### config.mk
export PLATFORM = sky130hd
export DESIGN_NAME = field_request_scan_interrupt
export DESIGN_NICKNAME = d
export VERILOG_FILES = /design/src/hw/scan_irq_pkg.sv /design/src/hw/field_request_scan_interrupt.sv
export SDC_FILE = /design/constraint.sdc
export NUM_CORES = 1
export LEC_CHECK = 0
export ABC_AREA = 1
export BUFFER_PORTS_ARGS = -buffer_cell sky130_fd_sc_hd__buf_4
export CAP_MARGIN = 10
export CORE_MARGIN = 2
export CORE_UTILIZATION = 45
export DETAILED_ROUTE_END_ITERATION = 12
export GPL_TIMING_DRIVEN = 0
export HOLD_SLACK_MARGIN = 0.02
export PLACE_DENSITY_LB_ADDON = 0.08
export SLEW_MARGIN = 20
export SYNTH_ARGS = -nofsm -noshare
export SYNTH_HDL_FRONTEND = slang
export SYNTH_SLANG_ARGS = --single-unit
### constraint.sdc
create_clock -name clk_sys_in -period 2.3 [get_ports clk_sys_in]
set_clock_uncertainty 0.1 [all_clocks]
set_input_delay 0.46 -clock clk_sys_in [delete_from_list [all_inputs] [get_ports clk_sys_in]]
set_output_delay 0.46 -clock clk_sys_in [all_outputs]
set_load 0.01 [all_outputs]
### src/hw/scan_irq_pkg.sv
package scan_irq_pkg;
   // Control/status register field positions
   localparam int CSR_SCAN_ERR    = 15;
   localparam int CSR_PWR_LOSS    = 14;
   localparam int CSR_IM_PEND     = 13;
   localparam int CSR_DEF_PEND    = 12;
   localparam int CSR_IM_DONE     = 7;
   localparam int CSR_DEF_DONE    = 5;
   localparam int CSR_IMMEDIATE_SEARCH_ENABLE  = 4;
   localparam int CSR_DEFERRED_SEARCH_ENABLE = 3;
   localparam int CSR_IM_IRQ_EN   = 2;
   localparam int CSR_DEF_IRQ_EN  = 1;
   localparam int CSR_FLAG_CLR    = 0;
   // Bits software may write; error and done bits excluded
   localparam logic [15:0] CSR_WR_MASK   = 16'h0F1F;
   localparam logic [15:0] CSR_RESET     = 16'h0000;
   localparam logic [15:0] RESULT_RESET  = 16'h0000;
   // Slot value reserved for the status register itself
   localparam logic [7:0]  STATUS_SLOT   = 8'hFF;
   // Scan time limit and its cycle count at 40 MHz
   localparam int SCAN_MAX_NS    = 20000;
   localparam int CLK_PERIOD_NS  = 25;
   localparam int SCAN_MAX_CYC   = SCAN_MAX_NS / CLK_PERIOD_NS;
   // Data word layout of a converter module
   localparam int CONV_CHAN_LSB  = 14;
   localparam int CONV_VAL_LSB   = 4;

   typedef enum logic [1:0] {
      SCAN_IDLE = 2'b00,
      SCAN_IM   = 2'b01,
      SCAN_DEF  = 2'b11
   } scan_state_t;

   // Module bus as seen by the controller
   typedef struct packed {
      logic       im_req;
      logic       def_req;
      logic       stop;
      logic [3:0] type_code;
   } field_bus_t;

   // One programmed access from the processor
   typedef struct packed {
      logic        csr_wr;
      logic        csr_rd;
      logic        result_rd;
      logic        mod_rd;
      logic        mod_wr;
      logic        mod_conv;
      logic [7:0]  mod_slot;
      logic [15:0] wdata;
   } host_acc_t;
endpackage

### src/hw/field_request_scan_interrupt.sv
`timescale 1ns/10ps
// Function
// - Result bits 11..8 show the found module's 4-bit type code.
// - Result bits 7..0 hold found slot; cleared on scan start or init.
// - Digital modules pass 16 bits; converters use upper 12 bits only.
// - Programmed transfers take precedence over the hardware search.
// - Status bits 4,3,2,1 enable immediate/deferred scan and interrupts.
// - Both enables set: search automatically, then raise the bus request.
// - Scan enable only: scan and flag done without any bus request.
// - Interrupt enable only: pending flag readable; faults still raise level 6.
// - Both enables clear: no scan, no request, pending flag still readable.
// - Immediate request starts a scan; immediate beats deferred.
// - Further immediate requests stay posted until serviced.
// - Immediate scan finishes within 20 microseconds.
// - Immediate request aborts a deferred scan and keeps control.
// - Deferred scan finishes within 20 microseconds.
// - Found immediate requests use level 6, deferred use level 4.
// - Power loss or scan error raises level 6, gated by immediate enable.
// - Immediate request during deferred service sets result bit 15.
// - Scan error and power loss share the immediate level and vector.
// - Scan error or power loss forces slot value to all ones.
// - Done bits 7 and 5 set on completion; not writable by software.
// - With flag clear set, module read clears done bit and module flag.
// - Scan error on overflow; blocks scan start; cleared by enable set, flag clear.
// - Deferred-void bit clears on serviced module read with flag clear set.
module field_request_scan_interrupt #(
   parameter int SLOT_COUNT = 255
) (
   // Clock and reset
   input  wire logic                      clk_sys_in,
   input  wire logic                      reset_in,
   // Processor access
   input  wire scan_irq_pkg::host_acc_t   host_in,
   output logic [15:0]                    rdata_out,
   // Module bus
   input  wire scan_irq_pkg::field_bus_t  field_in,
   input  wire logic [15:0]               mod_rdata_in,
   input  wire logic                      expander_power_loss_in,
   output logic [7:0]                     scan_slot_out,
   output logic                           slot_from_scan_out,
   output logic                           flag_reset_out,
   output logic [7:0]                     flag_reset_slot_out,
   output logic [15:0]                    mod_wdata_out,
   output logic                           mod_wr_out,
   // Processor bus requests
   output logic                           bus_req6_out,
   output logic                           bus_req4_out
);
   if (SLOT_COUNT < 1 || SLOT_COUNT > 255) begin : g_chk
      $error("SLOT_COUNT must lie in 1..255");
   end

   localparam logic [7:0] LAST_SLOT = 8'(SLOT_COUNT - 1);

   // Timing notes for users of this block:
   // - scanner steps one slot per idle clock
   // - a full sweep of 255 slots stays well inside the scan time limit
   // - any programmed access freezes the slot for that cycle, except when an immediate request aborts a deferred scan
   // - heavy host traffic therefore stretches a scan
   // - a module flag is reset one cycle after the serviced read
   // - no scan starts while that reset is in flight:
   //   the stale request would restart the scanner
   //   and end in a false overflow
   // - after an overflow the scanner waits until software clears
   //   the error, so the fault stays visible instead of
   //   retriggering on a request that no module answers

   scan_irq_pkg::scan_state_t state_q, state_d;
   logic [15:0] csr_q, csr_d;
   logic [15:0] result_q, result_d;
   logic [7:0]  slot_q, slot_d;
   logic        req6_q, req6_d, req4_q, req4_d;
   logic [15:0] rdata_q, rdata_d;
   logic        frst_q, frst_d;
   logic [7:0]  frst_slot_q, frst_slot_d;
   logic [15:0] mwd_q, mwd_d;
   logic        mwr_q, mwr_d;
   logic        scan_on_q, scan_on_d;
   logic        busy;

   // Converter data keeps the channel and value fields only
   function automatic logic [15:0] conv_mask(input logic [15:0] w);
      conv_mask = {w[15:scan_irq_pkg::CONV_CHAN_LSB],
                   w[scan_irq_pkg::CONV_CHAN_LSB-1:scan_irq_pkg::CONV_VAL_LSB], 4'h0};
   endfunction

   // Any programmed access claims the slot path this cycle
   assign busy = host_in.csr_wr | host_in.csr_rd | host_in.result_rd
               | host_in.mod_rd | host_in.mod_wr;

   // Scanner, status and result next-state
   always_comb begin
      logic flag_clr;
      logic [15:0] wr_val;
      logic [15:0] new_en;
      flag_clr = csr_q[scan_irq_pkg::CSR_FLAG_CLR] & host_in.mod_rd;
      wr_val   = host_in.wdata & scan_irq_pkg::CSR_WR_MASK;
      new_en   = wr_val & ~csr_q;
      state_d  = state_q;
      slot_d   = slot_q;
      result_d = result_q;
      csr_d    = csr_q;
      // Pending flags mirror the bus; readable in every mode
      csr_d[scan_irq_pkg::CSR_IM_PEND]  = field_in.im_req;
      csr_d[scan_irq_pkg::CSR_DEF_PEND] = field_in.def_req;
      if (host_in.csr_wr) begin
         csr_d = (csr_q & ~scan_irq_pkg::CSR_WR_MASK) | wr_val;
         csr_d[scan_irq_pkg::CSR_IM_PEND]  = field_in.im_req;
         csr_d[scan_irq_pkg::CSR_DEF_PEND] = field_in.def_req;
         // Fresh interrupt enables retire old done and error flags
         if (new_en[scan_irq_pkg::CSR_IM_IRQ_EN] | new_en[scan_irq_pkg::CSR_DEF_IRQ_EN]) begin
            csr_d[scan_irq_pkg::CSR_IM_DONE]  = 1'b0;
            csr_d[scan_irq_pkg::CSR_DEF_DONE] = 1'b0;
            csr_d[scan_irq_pkg::CSR_SCAN_ERR] = 1'b0;
         end
         if (wr_val[scan_irq_pkg::CSR_FLAG_CLR]) begin
            csr_d[scan_irq_pkg::CSR_SCAN_ERR] = 1'b0;
         end
      end
      // Serviced read with flag clear retires done and void bits
      if (flag_clr) begin
         csr_d[scan_irq_pkg::CSR_IM_DONE]  = 1'b0;
         csr_d[scan_irq_pkg::CSR_DEF_DONE] = 1'b0;
         result_d[15] = 1'b0;
      end
      // Immediate arrival while deferred result waits voids it
      if (field_in.im_req && (state_q == scan_irq_pkg::SCAN_DEF
          || csr_q[scan_irq_pkg::CSR_DEF_DONE])) begin
         result_d[15] = 1'b1;
      end
      unique case (state_q)
         scan_irq_pkg::SCAN_IDLE: begin
            // Immediate start; held off by pending flag reset or error
            if (field_in.im_req && csr_q[scan_irq_pkg::CSR_IMMEDIATE_SEARCH_ENABLE]
                && !csr_q[scan_irq_pkg::CSR_IM_DONE]
                && !frst_q
                && !csr_q[scan_irq_pkg::CSR_SCAN_ERR]) begin
               state_d = scan_irq_pkg::SCAN_IM;
               slot_d  = 8'h00;
               result_d[7:0] = 8'h00;
               csr_d[scan_irq_pkg::CSR_SCAN_ERR] = 1'b0;
            end else if (field_in.def_req && !field_in.im_req
                && csr_q[scan_irq_pkg::CSR_DEFERRED_SEARCH_ENABLE]
                && !csr_q[scan_irq_pkg::CSR_DEF_DONE]
                && !frst_q
                && !csr_q[scan_irq_pkg::CSR_SCAN_ERR]) begin
               state_d = scan_irq_pkg::SCAN_DEF;
               slot_d  = 8'h00;
               result_d[7:0] = 8'h00;
               csr_d[scan_irq_pkg::CSR_SCAN_ERR] = 1'b0;
            end
         end

         // Scanning: abort, freeze, stop, overflow or step
         scan_irq_pkg::SCAN_IM, scan_irq_pkg::SCAN_DEF: begin
            if (state_q == scan_irq_pkg::SCAN_DEF && field_in.im_req
                && csr_q[scan_irq_pkg::CSR_IMMEDIATE_SEARCH_ENABLE]) begin
               state_d = scan_irq_pkg::SCAN_IM;
               slot_d  = 8'h00;
            end else if (busy) begin
               slot_d = slot_q;
            end else if (field_in.stop) begin
               state_d = scan_irq_pkg::SCAN_IDLE;
               result_d[11:8] = field_in.type_code;
               result_d[7:0]  = slot_q;
               if (state_q == scan_irq_pkg::SCAN_IM) begin
                  csr_d[scan_irq_pkg::CSR_IM_DONE] = 1'b1;
               end else begin
                  csr_d[scan_irq_pkg::CSR_DEF_DONE] = 1'b1;
               end
            end else if (slot_q == LAST_SLOT) begin
               // Overflow without a requester is a logic fault
               state_d = scan_irq_pkg::SCAN_IDLE;
               csr_d[scan_irq_pkg::CSR_SCAN_ERR] = 1'b1;
            end else begin
               slot_d = slot_q + 8'h01;
            end
         end
         default: state_d = scan_irq_pkg::SCAN_IDLE;
      endcase
      // Power loss is sticky until reset
      if (expander_power_loss_in) begin
         csr_d[scan_irq_pkg::CSR_PWR_LOSS] = 1'b1;
      end
      // Faults point software at the status register
      if (csr_d[scan_irq_pkg::CSR_SCAN_ERR] | csr_d[scan_irq_pkg::CSR_PWR_LOSS]) begin
         result_d[7:0] = scan_irq_pkg::STATUS_SLOT;
      end

      // Registered scan indicator keeps the output glitch free
      scan_on_d = (state_d != scan_irq_pkg::SCAN_IDLE);
   end

   // Bus requests follow the done and fault flags one cycle late
   always_comb begin
      req6_d = csr_q[scan_irq_pkg::CSR_IM_IRQ_EN]
             & (csr_q[scan_irq_pkg::CSR_IM_DONE] | csr_q[scan_irq_pkg::CSR_SCAN_ERR]
             | csr_q[scan_irq_pkg::CSR_PWR_LOSS]);
      req4_d = csr_q[scan_irq_pkg::CSR_DEF_IRQ_EN]
             & csr_q[scan_irq_pkg::CSR_DEF_DONE];
   end

   // Request levels; dropped by initialize
   always_ff @(posedge clk_sys_in) begin
      if (reset_in) begin
         req6_q <= 1'b0;
         req4_q <= 1'b0;
      end else begin
         req6_q <= req6_d;
         req4_q <= req4_d;
      end
   end

   // Read data and module-side outputs of a programmed access
   always_comb begin
      rdata_d = rdata_q;
      if (host_in.csr_rd) begin
         rdata_d = csr_q;
      end else if (host_in.result_rd) begin
         rdata_d = result_q;
      end else if (host_in.mod_rd) begin
         rdata_d = host_in.mod_conv ? conv_mask(mod_rdata_in) : mod_rdata_in;
      end
      frst_d      = csr_q[scan_irq_pkg::CSR_FLAG_CLR] & host_in.mod_rd;
      frst_slot_d = host_in.mod_slot;
      mwr_d       = host_in.mod_wr;
      mwd_d       = host_in.mod_conv ? conv_mask(host_in.wdata) : host_in.wdata;
   end

   // Host-side registers; read data holds until the next read
   always_ff @(posedge clk_sys_in) begin
      if (reset_in) begin
         rdata_q     <= 16'h0000;
         frst_q      <= 1'b0;
         frst_slot_q <= 8'h00;
         mwd_q       <= 16'h0000;
         mwr_q       <= 1'b0;
      end else begin
         rdata_q     <= rdata_d;
         frst_q      <= frst_d;
         frst_slot_q <= frst_slot_d;
         mwd_q       <= mwd_d;
         mwr_q       <= mwr_d;
      end
   end

   // Scanner, status and result registers; initialize clears all
   always_ff @(posedge clk_sys_in) begin
      if (reset_in) begin
         state_q     <= scan_irq_pkg::SCAN_IDLE;
         csr_q       <= scan_irq_pkg::CSR_RESET;
         result_q    <= scan_irq_pkg::RESULT_RESET;
         slot_q      <= 8'h00;
         scan_on_q   <= 1'b0;
      end else begin
         state_q     <= state_d;
         csr_q       <= csr_d;
         result_q    <= result_d;
         slot_q      <= slot_d;
         scan_on_q   <= scan_on_d;
      end
   end

   // Slot path follows the scanner; host slot rides on flag_reset_slot_out
   assign scan_slot_out       = slot_q;
   assign slot_from_scan_out  = scan_on_q;
   assign flag_reset_out      = frst_q;
   assign flag_reset_slot_out = frst_slot_q;
   assign mod_wdata_out       = mwd_q;
   assign mod_wr_out          = mwr_q;
   assign bus_req6_out        = req6_q;
   assign bus_req4_out        = req4_q;
   assign rdata_out           = rdata_q;
endmodule

==> metrics.csv <==
stage,metric,value,unit
clock_network,number of H-tree levels,3,
clock_network,Worst-path clk slew,90,ps
detailed_routing,M1 WL,3.99,mm
logic_synthesis,mean post-synth cell area,7.38,um2
critical_path,crit start category,flop,
clock_network,Root Buffer,clkbuf_8,
timing,Slew @ Worst Pin,602,ps
cells_and_area,nets,651,
detailed_routing,final wirelength,9.20,mm
cells_and_area,fin util,60.5,%
outcome,outcome,finished clean,
timing,fin crit period,1680,ps
detailed_routing,via/cell ratio,4.91,
flow_run,MaxCap Viol Count,0,
die,initial core utilization,45.9,%
clock_network,Sink Count,83,
critical_path,CP Data Required Time,2420,ps
grt,initial antenna violation count,0,
die,Core ar.,7650,um2
logic_synthesis,number of synthesized register bits,83,
critical_path,CP Cell Sequence,nand2_1 -> nor2_1 -> nor2_1 -> nand3_1 -> nand2_1 -> nor2_4 -> a21oi_1,
cells_and_area,layout cell share with drive strength beyond 1,25.8,%
timing,"Setup violations, final",0,
detailed_routing,Top Layer Used,met4,
power,pwr dens,655,nW/um2
timing,Tcrit/Tclk final,73.2,%
power,P_leak,2.20,nW
timing,Worst slew margin,59.9,%
cells_and_area,synth-to-layout area growth,31.6,%
die,DIE HEIGHT,92.4,um
timing,TNS Setup,0,ps
clock_network,Skew-Pair Late Insertion Delay,350,ps
timing,RSZ-0062 raised after global routing,no,
detailed_routing,met3 routed WL,512,um
grt,Tot GR Track Use,21.9,%
critical_path,delay of the slowest critical-path stage,490,ps
clock_network,# Post-CTS Setup Buffers,0,
clock_network,clk buf depth,2,
critical_path,endpoint class of the critical path,flop,
grt,first-pass GRT wire length,14.7,mm
die,# rows,32,
grt,vias in the first global route,3069,
cells_and_area,diodes inserted,0,
clock_network,"Hold-fix buffers, CTS",0,
placed_design,Port Buffers,106,
timing,Max Slew Vio Count,0,
logic_synthesis,YS warnings,0,
grt,largest net degree at the start of global routing,17,
grt,"Remaining Overflow, GRT",0,
cells_and_area,"commonest non-fill, non-tap cell in the layout",buf_4,
logic_synthesis,Synth Cell Area,3510,um2
min_path,worst min-delay path category,input pin to flop,
timing,Min Hold Slack,200,ps
placed_design,HPWL Detailed,7.01,mm
detailed_routing,# DRC,0,
logic_synthesis,sequential area share after synthesis,47.3,%
clock_network,post-cts sizing count,0,
critical_path,crit path DAT,1800,ps
detailed_routing,DRT iter0 DRCs,175,
die,Die Wd,92.4,um
timing,final hold violation count,0,
detailed_routing,Pre-antenna DRT Iters,4,
power,"IR drop worst, VDD",0.000393,V
detailed_routing,drt wl/cell,13.1,um
detailed_routing,WL met2,4.56,mm
critical_path,crit-path max FO,8,
cells_and_area,most frequent cells in the layout,"108 x buf_4, 92 x nand2_1, 83 x dfxtp_1, 64 x nor2_1, 57 x inv_1",
logic_synthesis,"Net Count, Synth",534,
die,die area,8530,um2
critical_path,slowest CP cell,dfxtp_1,
clock_network,CTS tree,built,
timing,f_max,594,MHz
detailed_routing,detailed-route via count,3438,
detailed_routing,remaining antenna violation count,0,
placed_design,final RePlAce weighted congestion,0.873,
critical_path,critical path type,flop to flop,
logic_synthesis,Mapped Cells,476,
clock_network,cts bufs inserted,9,
die,I/O Pins,109,
logic_synthesis,Unique masters post-synth,35,
-- power by group --
| group | total [mW] | switching, mW | internal [mW] |
|---|---|---|---|
| combinational | 0.490 | 0.272 | 0.217 |
| clock | 0.985 | 0.574 | 0.411 |
| sequential | 1.55 | 0.0393 | 1.51 |
| total | 3.03 | 0.886 | 2.14 |
-- cell families after synthesis --
| kind of cell | after synthesis | share of synthesized area, % |
|---|---|---|
| adder cells (fa/ha/maj) | 2 | 0.712 |
| AND/OR/NAND/NOR | 203 | 26.0 |
| flip-flops | 83 | 47.3 |
| AO/OA/AOI/OAI | 102 | 15.9 |
| buffers and inverters | 85 | 9.83 |
| XOR/XNOR | 1 | 0.249 |
-- critical path, delay by kind of cell, from the launching register on --
kind,cells,cell delay (ps)
AOI/OAI and AO/OA,1,100
DFF,1,490
and+or+nand+nor,6,860
-- final timing paths --
kind / from / to / slack, ps / depth (start not counted)
max: state_q[0] / result_q[6] / 620 / 7
min reg2reg: csr_q[5] / bus_req4_out / 380 / 2
max reg2reg: state_q[0] / result_q[6] / 620 / 7
min: host_in[13] / mod_wdata_out[13] / 200 / 3
-- layer usage --
layer	track usage [%]	vias to the layer above
met4	7.96	0
met5	0	-
met3	3.34	15
met2	36.4	114
li1	-	1749
met1	28.8	1560
-- synthesized netlist by cell type --
cell type / count / area, um2
nand2_1: 92 / 345
dfxtp_1: 83 / 1660
nor2_1: 64 / 240
inv_1: 57 / 214
a21oi_1: 44 / 220
o21ai_0: 42 / 210
nand3_1: 29 / 145
buf_1: 7 / 26.3
clkbuf_1: 7 / 26.3
inv_2: 7 / 26.3
o211ai_1: 6 / 45.0
nand2_2: 4 / 25.0
a22oi_1: 3 / 22.5
buf_2: 2 / 10.0
buf_4: 2 / 15.0
buf_6: 2 / 22.5
ha_1: 2 / 25.0
nand2_4: 2 / 22.5
nand3_2: 2 / 20.0
nor2_4: 2 / 22.5
nor2_8: 2 / 40.0
or2_2: 2 / 12.5
a21boi_1: 1 / 7.51
a311oi_1: 1 / 8.76
a31oi_1: 1 / 6.26
a32o_1: 1 / 10.0
clkbuf_2: 1 / 5.00
nand3_4: 1 / 17.5
nand3b_1: 1 / 7.51
nor2_2: 1 / 6.26
nor3_2: 1 / 10.0
o21ai_1: 1 / 5.00
o21ai_4: 1 / 16.3
o22ai_1: 1 / 6.26
xnor2_1: 1 / 8.76
-- metrics by stage --
| stage | total power [mW] | std cells | setup WS, ps | area, um2 |
|---|---|---|---|---|
| detailed placement | 2.08 | 684 | 314 | 4440 |
| global route | 3.17 | 700 | 446 | 4620 |
| global placement | 2.06 | 684 | 344 | 4440 |
| CTS | 3.05 | 700 | 638 | 4620 |
| finish | 3.03 | 700 | 617 | 4620 |
| floorplan | 1.85 | 476 | 723 | 3510 |
-- flip-flops by register name, summed over array words and instances, names as in the netlist --
signal,count
bus_req6_out,1
rdata_out,16
result_q,13
csr_q,15
mod_wdata_out,16
state_q,2
slot_from_scan_out,1
flag_reset_out,1
scan_slot_out,8
flag_reset_slot_out,8
bus_req4_out,1
mod_wr_out,1
-- layout make-up --
cell class | instances | area (um2)
fill | 751 | 3020
inverter | 64 | 240
clock buffer | 9 | 124
timing repair buffer | 106 | 796
tap | 102 | 128
multi-input combinational | 308 | 1510
clock inverter | 7 | 63.8
sequential | 83 | 1660
buffer | 21 | 105
(Power assumes the default switching activity.)
